<file path="src/gcrb_pkg.sv">
// package: offsets, field layout, reset values and rate constants of the chip register bank
package gcrb_pkg;
  localparam int NUM_CHAN = 12;
  localparam int GRP_CHAN = 6;
  localparam int ACC_W = 24;

  // ***********************************************************
  // register offsets
  // ***********************************************************
  localparam logic [7:0] OFS_TX_RED_LO = 8'h00;
  localparam logic [7:0] OFS_RX_RED_LO = 8'h08;
  localparam logic [7:0] OFS_MASK_LO = 8'h60;
  localparam logic [7:0] OFS_FLAGS_LO = 8'h61;
  localparam logic [7:0] OFS_PART_ID = 8'h6e;
  localparam logic [7:0] OFS_SI_REV = 8'h6f;
  localparam logic [7:0] OFS_TX_RED_HI = 8'h80;
  localparam logic [7:0] OFS_RX_RED_HI = 8'h88;
  localparam logic [7:0] OFS_MASK_HI = 8'he0;
  localparam logic [7:0] OFS_FLAGS_HI = 8'he1;

  // ***********************************************************
  // field layout and reset values
  // ***********************************************************
  localparam int CHAN_LSB = 0;
  localparam int CHAN_MSB = 5;
  localparam logic [5:0] RST_GROUP = 6'h00;
  localparam logic [7:0] RD_UNMAPPED = 8'h00;
  localparam logic [1:0] RSVD_BITS = 2'h0;

  // ***********************************************************
  // line rates, phase increments against the 250 mhz clock
  // ***********************************************************
  typedef enum logic [1:0] {
    GCRB_RATE_DS3,
    GCRB_RATE_E3,
    GCRB_RATE_STS1,
    GCRB_RATE_OFF
  } gcrb_rate_t;

  localparam longint CLK_KHZ = 250000;
  localparam longint DS3_KHZ = 44736;
  localparam longint E3_KHZ = 34368;
  localparam longint STS1_KHZ = 51840;
  localparam longint ACC_SPAN = 64'h1000000;
  localparam logic [ACC_W-1:0] INC_DS3 = ACC_W'((DS3_KHZ * ACC_SPAN) / CLK_KHZ);
  localparam logic [ACC_W-1:0] INC_E3 = ACC_W'((E3_KHZ * ACC_SPAN) / CLK_KHZ);
  localparam logic [ACC_W-1:0] INC_STS1 = ACC_W'((STS1_KHZ * ACC_SPAN) / CLK_KHZ);

  function automatic logic [ACC_W-1:0] rate_inc(input gcrb_rate_t sel);
    case (sel)
      GCRB_RATE_DS3: rate_inc = INC_DS3;
      GCRB_RATE_E3: rate_inc = INC_E3;
      GCRB_RATE_STS1: rate_inc = INC_STS1;
      default: rate_inc = '0;
    endcase
  endfunction : rate_inc

  // a control group byte: reserved bits forced to zero
  function automatic logic [7:0] grp_byte(input logic [5:0] bits);
    grp_byte = {RSVD_BITS, bits};
  endfunction : grp_byte
endpackage : gcrb_pkg

</file>
<file path="src/gcrb_line_if.sv">
// interface: per-channel transmit enables, rates and bit strobes inside the bank
`timescale 1ns/100ps
`default_nettype none
interface gcrb_line_if;
  import gcrb_pkg::*;
  logic [NUM_CHAN-1:0] tx_on;
  logic [NUM_CHAN-1:0] bit_strobe;
  gcrb_rate_t rate_sel [NUM_CHAN];
  modport ctl (output tx_on, output rate_sel, input bit_strobe);
  modport gen (input tx_on, input rate_sel, output bit_strobe);
endinterface : gcrb_line_if
`default_nettype wire

</file>
<file path="src/gcrb_rate_gen.sv">
// module: per-channel phase accumulators giving one-cycle line bit strobes
`timescale 1ns/100ps
`default_nettype none
module gcrb_rate_gen
  import gcrb_pkg::*;
(
  input wire logic ref_clk, // system clock
  input wire logic rst, // async reset
  gcrb_line_if.gen line // enables in, strobes out
);
  typedef struct packed {
    logic [NUM_CHAN-1:0][ACC_W-1:0] acc;
    logic [NUM_CHAN-1:0] strobe;
  } gcrb_gen_st_t;

  gcrb_gen_st_t st_q;
  gcrb_gen_st_t st_d;

  always_comb begin
    logic [ACC_W:0] sum;
    sum = '0;
    st_d = st_q;
    for (int i = 0; i < NUM_CHAN; i++) begin
      // an idle channel restarts its phase so the first bit is a full period
      if (line.tx_on[i]) begin
        sum = {1'b0, st_q.acc[i]} + {1'b0, rate_inc(line.rate_sel[i])};
        st_d.acc[i] = sum[ACC_W-1:0];
        st_d.strobe[i] = sum[ACC_W];
      end else begin
        st_d.acc[i] = '0;
        st_d.strobe[i] = 1'b0;
      end
    end
  end

  always_ff @(posedge ref_clk or posedge rst) begin
    if (rst) begin
      st_q <= '0;
    end else begin
      st_q <= st_d;
    end
  end

  assign line.bit_strobe = st_q.strobe;
endmodule : gcrb_rate_gen
`default_nettype wire

</file>
<file path="src/gcrb_rx_gate.sv">
// module: receiver front end, samples line inputs only while a receiver is on
`timescale 1ns/100ps
`default_nettype none
module gcrb_rx_gate #(
  parameter int N = 12
) (
  input wire logic ref_clk, // system clock
  input wire logic rst, // async reset
  input wire logic [N-1:0] rx_on, // receiver enables
  input wire logic [N-1:0] in_pos, // line input, positive rail
  input wire logic [N-1:0] in_neg, // line input, negative rail
  output logic [N-1:0] out_pos, // registered positive data
  output logic [N-1:0] out_neg // registered negative data
);
  typedef struct packed {
    logic [N-1:0] pos;
    logic [N-1:0] neg;
  } gcrb_rx_st_t;

  gcrb_rx_st_t st_q;
  gcrb_rx_st_t st_d;

  always_comb begin
    st_d.pos = in_pos & rx_on;
    st_d.neg = in_neg & rx_on;
  end

  always_ff @(posedge ref_clk or posedge rst) begin
    if (rst) begin
      st_q <= '0;
    end else begin
      st_q <= st_d;
    end
  end

  assign out_pos = st_q.pos;
  assign out_neg = st_q.neg;
endmodule : gcrb_rx_gate
`default_nettype wire

</file>
<file path="src/gcrb_top.sv">
// module: chip-level register bank with host port, line drivers and receiver gating
// Functional notes
// - ten chip-level registers, apart from channel groups
// - transmit enables channels 0-5 at 0x00
// - transmit enables channels 6-11 at 0x80
// - receive enables channels 0-5 at 0x08
// - receive enables channels 6-11 at 0x88
// - enable low: driver off, outputs floated
// - enable high: driver on, per channel
// - driver on sends pulses at channel rate
// - master transmit pin must be high
// - interrupt enables channels 0-5 at 0x60
// - interrupt status channels 0-5 at 0x61
// - interrupt enables channels 6-11 at 0xe0
// - interrupt status 6-11 at 0xe1, read-only
// - fixed part code at 0x6e
// - fixed revision code at 0x6f
// - receive enable gates receiver and inputs
// - receive bits 7,6 reserved, 5-0 channels
`timescale 1ns/100ps
`default_nettype none
module gcrb_top
  import gcrb_pkg::*;
#(
  parameter logic [7:0] PART_ID_VAL = 8'h5a, // arbitrary value
  parameter logic [7:0] SI_REV_VAL = 8'h01 // arbitrary value
) (
  input wire logic ref_clk, // system clock
  input wire logic rst, // async reset, active high
  input wire logic host_cs, // host port select
  input wire logic host_wr, // host write strobe
  input wire logic host_rd, // host read strobe
  input wire logic [7:0] host_addr, // host register offset
  input wire logic [7:0] host_wdata, // host write data
  output logic [7:0] host_rdata, // host read data
  output logic host_ack, // access done pulse
  input wire logic tx_master_enable, // master transmit pin
  input wire logic [23:0] chan_rate, // two rate bits per channel
  input wire logic [11:0] tx_pos_bit, // next positive-rail bit
  input wire logic [11:0] tx_neg_bit, // next negative-rail bit
  output logic [11:0] tx_bit_taken, // pulse, bit consumed
  output logic [11:0] line_out_pos, // line output, positive
  output logic [11:0] line_out_neg, // line output, negative
  output logic [11:0] line_out_oe, // line output enable
  output logic [11:0] tx_driver_enable, // driver actually on
  output logic [11:0] rx_receiver_enable, // receiver on
  input wire logic [11:0] line_in_pos, // line input, positive
  input wire logic [11:0] line_in_neg, // line input, negative
  output logic [11:0] rx_pos_data, // received positive data
  output logic [11:0] rx_neg_data, // received negative data
  input wire logic [11:0] chan_irq_src, // channel interrupt sources
  output logic [11:0] chan_irq_active // masked channel interrupts
);

  // ***********************************************************
  // state
  // ***********************************************************
  typedef struct packed {
    logic [5:0] tx_red_lo;
    logic [5:0] tx_red_hi;
    logic [5:0] rx_red_lo;
    logic [5:0] rx_red_hi;
    logic [5:0] mask_lo;
    logic [5:0] mask_hi;
    logic [5:0] flags_lo;
    logic [5:0] flags_hi;
    logic [7:0] rdata;
    logic ack;
    logic [NUM_CHAN-1:0] out_pos;
    logic [NUM_CHAN-1:0] out_neg;
    logic [NUM_CHAN-1:0] out_oe;
    logic [NUM_CHAN-1:0] drv_on;
    logic [NUM_CHAN-1:0] taken;
  } gcrb_top_st_t;

  gcrb_top_st_t st_q;
  gcrb_top_st_t st_d;

  gcrb_line_if line ();

  logic wr_stb;
  logic rd_stb;
  logic [NUM_CHAN-1:0] tx_all;
  logic [NUM_CHAN-1:0] rx_all;
  logic [NUM_CHAN-1:0] tx_eff;
  logic [NUM_CHAN-1:0] flags_all;
  logic [7:0] rd_mux;

  // ***********************************************************
  // host port decode
  // ***********************************************************
  // a strobe with both wr and rd high is taken as a write only
  assign wr_stb = host_cs & host_wr;
  assign rd_stb = host_cs & host_rd & ~host_wr;

  assign tx_all = {st_q.tx_red_hi, st_q.tx_red_lo};
  assign rx_all = {st_q.rx_red_hi, st_q.rx_red_lo};
  assign flags_all = {st_q.flags_hi, st_q.flags_lo};

  // the master pin is combined here so dropping it floats every line at once
  assign tx_eff = tx_all & {NUM_CHAN{tx_master_enable}};

  // ***********************************************************
  // read multiplexer
  // ***********************************************************
  always_comb begin
    case (host_addr)
      OFS_TX_RED_LO: begin
        rd_mux = grp_byte(st_q.tx_red_lo);
      end
      OFS_TX_RED_HI: begin
        rd_mux = grp_byte(st_q.tx_red_hi);
      end
      OFS_RX_RED_LO: begin
        rd_mux = grp_byte(st_q.rx_red_lo);
      end
      OFS_RX_RED_HI: begin
        rd_mux = grp_byte(st_q.rx_red_hi);
      end
      OFS_MASK_LO: begin
        rd_mux = grp_byte(st_q.mask_lo);
      end
      OFS_FLAGS_LO: begin
        rd_mux = grp_byte(st_q.flags_lo);
      end
      OFS_MASK_HI: begin
        rd_mux = grp_byte(st_q.mask_hi);
      end
      OFS_FLAGS_HI: begin
        rd_mux = grp_byte(st_q.flags_hi);
      end
      OFS_PART_ID: begin
        rd_mux = PART_ID_VAL;
      end
      OFS_SI_REV: begin
        rd_mux = SI_REV_VAL;
      end
      default: begin
        // only the ten chip-level offsets answer here
        rd_mux = RD_UNMAPPED;
      end
    endcase
  end

  // ***********************************************************
  // next state
  // ***********************************************************
  always_comb begin
    st_d = st_q;
    st_d.ack = wr_stb | rd_stb;
    if (rd_stb) begin
      st_d.rdata = rd_mux;
    end

    // writes; flag, part and revision offsets are read-only and fall through
    if (wr_stb) begin
      case (host_addr)
        OFS_TX_RED_LO: begin
          st_d.tx_red_lo = host_wdata[CHAN_MSB:CHAN_LSB];
        end
        OFS_TX_RED_HI: begin
          st_d.tx_red_hi = host_wdata[CHAN_MSB:CHAN_LSB];
        end
        OFS_RX_RED_LO: begin
          st_d.rx_red_lo = host_wdata[CHAN_MSB:CHAN_LSB];
        end
        OFS_RX_RED_HI: begin
          st_d.rx_red_hi = host_wdata[CHAN_MSB:CHAN_LSB];
        end
        OFS_MASK_LO: begin
          st_d.mask_lo = host_wdata[CHAN_MSB:CHAN_LSB];
        end
        OFS_MASK_HI: begin
          st_d.mask_hi = host_wdata[CHAN_MSB:CHAN_LSB];
        end
        default: begin
          // writes to read-only or unmapped offsets change nothing
          st_d.ack = 1'b1;
        end
      endcase
    end

    // status follows the live source; no latching, the channel owns the clear
    st_d.flags_lo = chan_irq_src[GRP_CHAN-1:0] & st_q.mask_lo;
    st_d.flags_hi = chan_irq_src[NUM_CHAN-1:GRP_CHAN] & st_q.mask_hi;

    // line output stage
    st_d.drv_on = tx_eff;
    st_d.taken = '0;
    for (int i = 0; i < NUM_CHAN; i++) begin
      if (tx_eff[i]) begin
        st_d.out_oe[i] = 1'b1;
        if (line.bit_strobe[i]) begin
          st_d.out_pos[i] = tx_pos_bit[i];
          st_d.out_neg[i] = tx_neg_bit[i];
          st_d.taken[i] = 1'b1;
        end
      end else begin
        // floated and parked low so a re-enable never starts mid-pulse
        st_d.out_oe[i] = 1'b0;
        st_d.out_pos[i] = 1'b0;
        st_d.out_neg[i] = 1'b0;
      end
    end
  end

  // ***********************************************************
  // registers
  // ***********************************************************
  always_ff @(posedge ref_clk or posedge rst) begin
    if (rst) begin
      st_q <= '0;
      st_q.tx_red_lo <= RST_GROUP;
      st_q.tx_red_hi <= RST_GROUP;
      st_q.rx_red_lo <= RST_GROUP;
      st_q.rx_red_hi <= RST_GROUP;
      st_q.mask_lo <= RST_GROUP;
      st_q.mask_hi <= RST_GROUP;
    end else begin
      st_q <= st_d;
    end
  end

  // ***********************************************************
  // rate generator and receiver gating
  // ***********************************************************
  assign line.tx_on = tx_eff;

  for (genvar g = 0; g < NUM_CHAN; g++) begin : g_rate
    assign line.rate_sel[g] = gcrb_rate_t'(chan_rate[2*g +: 2]);
  end

  gcrb_rate_gen u_rate_gen (
    .ref_clk(ref_clk),
    .rst(rst),
    .line(line.gen)
  );

  gcrb_rx_gate #(
    .N(NUM_CHAN)
  ) u_rx_gate (
    .ref_clk(ref_clk),
    .rst(rst),
    .rx_on(rx_all),
    .in_pos(line_in_pos),
    .in_neg(line_in_neg),
    .out_pos(rx_pos_data),
    .out_neg(rx_neg_data)
  );

  // ***********************************************************
  // outputs
  // ***********************************************************
  assign host_rdata = st_q.rdata;
  assign host_ack = st_q.ack;
  assign tx_bit_taken = st_q.taken;
  assign line_out_pos = st_q.out_pos;
  assign line_out_neg = st_q.out_neg;
  assign line_out_oe = st_q.out_oe;
  assign tx_driver_enable = st_q.drv_on;
  assign rx_receiver_enable = rx_all;
  assign chan_irq_active = flags_all;

endmodule : gcrb_top
`default_nettype wire

</file>
<file path="config.mk">
export PLATFORM = sky130hd
export DESIGN_NAME = gcrb_top
export DESIGN_NICKNAME = d
export VERILOG_FILES = /design/src/gcrb_pkg.sv /design/src/gcrb_line_if.sv /design/src/gcrb_rate_gen.sv /design/src/gcrb_rx_gate.sv /design/src/gcrb_top.sv
export SDC_FILE = /design/constraint.sdc
export NUM_CORES = 1
export LEC_CHECK = 0
export BUFFER_PORTS_ARGS = -buffer_cell sky130_fd_sc_hd__buf_2
export CAP_MARGIN = 0
export CORE_MARGIN = 3
export CORE_UTILIZATION = 46
export CTS_CLUSTER_DIAMETER = 30
export DETAILED_ROUTE_END_ITERATION = 10
export GPL_TIMING_DRIVEN = 0
export SYNTH_ARGS = -nofsm -noshare
export SYNTH_HDL_FRONTEND = slang
export SYNTH_SLANG_ARGS = --single-unit
export TNS_END_PERCENT = 1
</file>
<file path="constraint.sdc">
create_clock -name ref_clk -period 18.15 [get_ports ref_clk]
set_clock_uncertainty 0.15 [all_clocks]
set_input_delay 3.63 -clock ref_clk [delete_from_list [all_inputs] [get_ports ref_clk]]
set_output_delay 3.63 -clock ref_clk [all_outputs]
set_load 0.005 [all_outputs]
</file>
==> results.sh <==
export IMPL_detail_route_antenna_nets=0
export IMPL_hpwlAfterDp_um=50200
export IMPL_synth_fp_nets=3338
export IMPL_critical_path_arrival_ns=7.32
export IMPL_synthesis_area_um2=27700
export IMPL_nFillCells=5140
export IMPL_min_path_type="reg2reg"
export IMPL_rsz0062_at_grt="false"
export IMPL_synth_largest_type_area_fraction=0.386
export IMPL_grt_start_max_net_pins=116
export IMPL_power_leakage_nw=17.8
export IMPL_die_h_um=252
export IMPL_max_cap_violations=0
export IMPL_drv_slew=0
export IMPL_rr_startpoint="u_rate_gen.st_q[84]$_DFF_PP0_"
export IMPL_cts_setup_buffers=0
export IMPL_gp_congestion=0.867
export IMPL_antenna_found_initial=14
export IMPL_clkTransAtPathRegs_ns=0.05
export IMPL_period_share=0.383
export IMPL_powerDensity_nw_per_um2=100
export IMPL_clock_path_buffers=3
export IMPL_worst_setup_path_end_kind="register"
export IMPL_dr_pass1_iters=6
export IMPL_dieArea_um2=63300
export IMPL_critPathKind="in2reg"
export IMPL_numClockSinks=428
export IMPL_synth_edf_count=0
export IMPL_yosys_area_top_type="dfrtp_1"
export IMPL_r2r_worst_path_cells=11
export IMPL_vias_per_cell=5.43
export IMPL_crit_start="chan_rate[3]"
export IMPL_final_core_util=0.578
export IMPL_critPathCapture="u_rate_gen.st_q[57]$_DFF_PP0_"
export IMPL_drc=0
export IMPL_fin_crit_ns=6.94
export IMPL_asyncSetResetFlopFracSynth=1.00
export IMPL_htreeDepth=3
export IMPL_slew_headroom=0.120
export IMPL_yosysSeqAreaShare=0.386
export IMPL_cts_root_buffer="clkbuf_16"
export IMPL_io_pins=223
export IMPL_nets=3677
export IMPL_synth_warnings=0
export IMPL_drive_gt1_frac=0.181
export IMPL_netlist_top_cells_count="dfrtp_1, nor2_1, ha_1"
export IMPL_die_x_um=252
export IMPL_cts_tree="done"
export IMPL_max_freq_ghz=0.144
export IMPL_numPortBuffers=215
export IMPL_initial_core_util=0.467
export IMPL_tightest_slew_ns=1.32
export IMPL_finalSetupViolCount=0
export IMPL_yosysUniqueCellTypes=76
export IMPL_post_synth_top_count_cell="dfrtp_1"
export IMPL_cts_buffers=118
export IMPL_avgSynthCellArea_um2=9.53
export IMPL_grt_pass1_vias=22743
export IMPL_cts_hold_buf=0
export IMPL_ir_worst_vdd_v=0.0000855
export IMPL_drtIter0Drc=1181
export IMPL_routed_wl_um=69200
export IMPL_fin_hold_ws_ns=0.327
export IMPL_clkLatencyLatePin_ns=0.67
export IMPL_multi_input_area_um2=15700
export IMPL_register_area_um2=10700
export IMPL_grt_util_all_layers=0.218
export IMPL_status="finished, final reports clean"
export IMPL_r2r_end="u_rate_gen.st_q[106]$_DFF_PP0_"
export IMPL_finalHoldViolCount=0
export IMPL_critical_path_required_ns=18.52
export IMPL_cts_resized=0
export IMPL_core_area_um2=59400
export IMPL_routed_via_count=22448
export IMPL_path_max_fanout=6
export IMPL_syn_to_final_growth_pct=23.7
export IMPL_reg2reg_slack_ns=14.68
export IMPL_synth_top_cells_by_area="dfrtp_1, ha_1, nor2_1"
export IMPL_power_w=0.00343
export IMPL_gr_total_overflow=0
export IMPL_synthCells=2910
export IMPL_wl_per_cell_um=16.7
export IMPL_cp_start_kind="input pin"
export IMPL_grt_pass1_wl_um=113000
export IMPL_ys_seq_elements=428
export IMPL_synthFlopType="dfrtp_1"
export IMPL_rows=89
==> power by group <==
group | leakage (nW) | switching (W) | internal (W)
sequential | 5.97 | 0.00000652 | 0.000965
clock | 2.13 | 0.000656 | 0.00160
combinational | 9.69 | 0.000133 | 0.0000763
==> worst max-delay path: stages <==
cell and delay, ns:
buf_2 0.12, inv_1 0.10, ha_1 0.33, o21ai_0 0.43, inv_1 0.19, ha_1 0.32, a21o_1 0.17, a21o_1 0.21
a211oi_1 0.25, a211oi_1 0.11, o41ai_2 0.48, a21oi_1 0.20, a311oi_1 0.47, o21ai_0 0.17, mux2i_1 0.14
==> through the flow <==
step / instances / instance area [um2] / TNS, ns / worst slack, ns
CTS: 4127 / 34300 / 0 / 11.26
detailed placement: 3902 / 29900 / 0 / 10.58
finish: 4132 / 34300 / 0 / 11.21
floorplan: 2910 / 27700 / 0 / 2.45
global route: 4128 / 34300 / 0 / 10.98
global placement: 3898 / 29800 / -1265.10 / -3.01
==> per-layer routing <==
metal	vias up	GRT usage	wire [um]
met2	511	0.358	32100
met1	10786	0.284	31100
met4	4	0.0837	2200
li1	11002	-	-
met3	145	0.0468	3760
met5	-	0	29
==> worst min path at each step <==
stage	startpoint	endpoint	cells past startpoint
floorplan	host_rdata[0]$_DFFE_PP0P_	host_rdata[0]$_DFFE_PP0P_	2
global placement	host_rdata[6]$_DFFE_PP0P_	host_rdata[6]$_DFFE_PP0P_	2
detailed placement	host_rdata[1]$_DFFE_PP0P_	host_rdata[1]$_DFFE_PP0P_	2
CTS	host_rdata[1]$_DFFE_PP0P_	host_rdata[1]$_DFFE_PP0P_	2
global route	host_rdata[6]$_DFFE_PP0P_	host_rdata[6]$_DFFE_PP0P_	2
finish	host_rdata[6]$_DFFE_PP0P_	host_rdata[6]$_DFFE_PP0P_	2
==> cell families (layout without fill, tap and decap cells) <==
family,after synthesis,in the layout,share of synthesized area
compound gates,714,714,0.169
xor+xnor,216,216,0.0685
fa+ha+maj,328,328,0.151
buf+inv,253,697,0.0469
flops,428,428,0.386
mux,77,77,0.0299
other cells,1,6,0.000135
simple gates,893,893,0.149
==> cell usage in the layout (no fill, tap or decap), types with 20 or more instances in the layout <==
cell         n
ha_1       310
dfrtp_1    428
nor2_1     389
a21o_1     122
nand2b_1    29
nand2_1    152
buf_4       93
buf_2      216
o21ai_0    123
mux2i_1     31
xnor2_1    104
and2_1      49
a211oi_1    37
inv_1      111
xor2_1     111
a31oi_1     35
bufinv_16   24
nor3_1      62
nand3_1     59
o211ai_1    20
o21bai_1    25
clkinv_2    27
clkbuf_16  118
mux2_2      46
o21a_1      29
a21oi_1    206
and3_1      59
clkbuf_1    54
nor2b_1     23
==> flip-flops by register name, indices dropped and copies added, names as in the netlist, 7 cells and up <==
signal                      flops
line_out_neg                   12
u_rate_gen.line.bit_strobe     12
u_rx_gate.out_pos              12
chan_irq_active                12
u_rate_gen.st_q               288
u_rx_gate.out_neg              12
tx_bit_taken                   12
st_q                           24
tx_driver_enable               12
line_out_pos                   12
host_rdata                      7
rx_receiver_enable             12
==> area by class of cell <==
class                      instances  share of cell area
multi-input combinational       2229               0.458
clock buffer                     143              0.0937
timing repair buffer             219              0.0346
inverter                         112              0.0125
antenna                            5            0.000364
buffer                           141              0.0256
clock inverter                    82              0.0348
sequential                       428               0.312
tap                              773              0.0282
No activity file was read; power rests on OpenSTA's default activity.
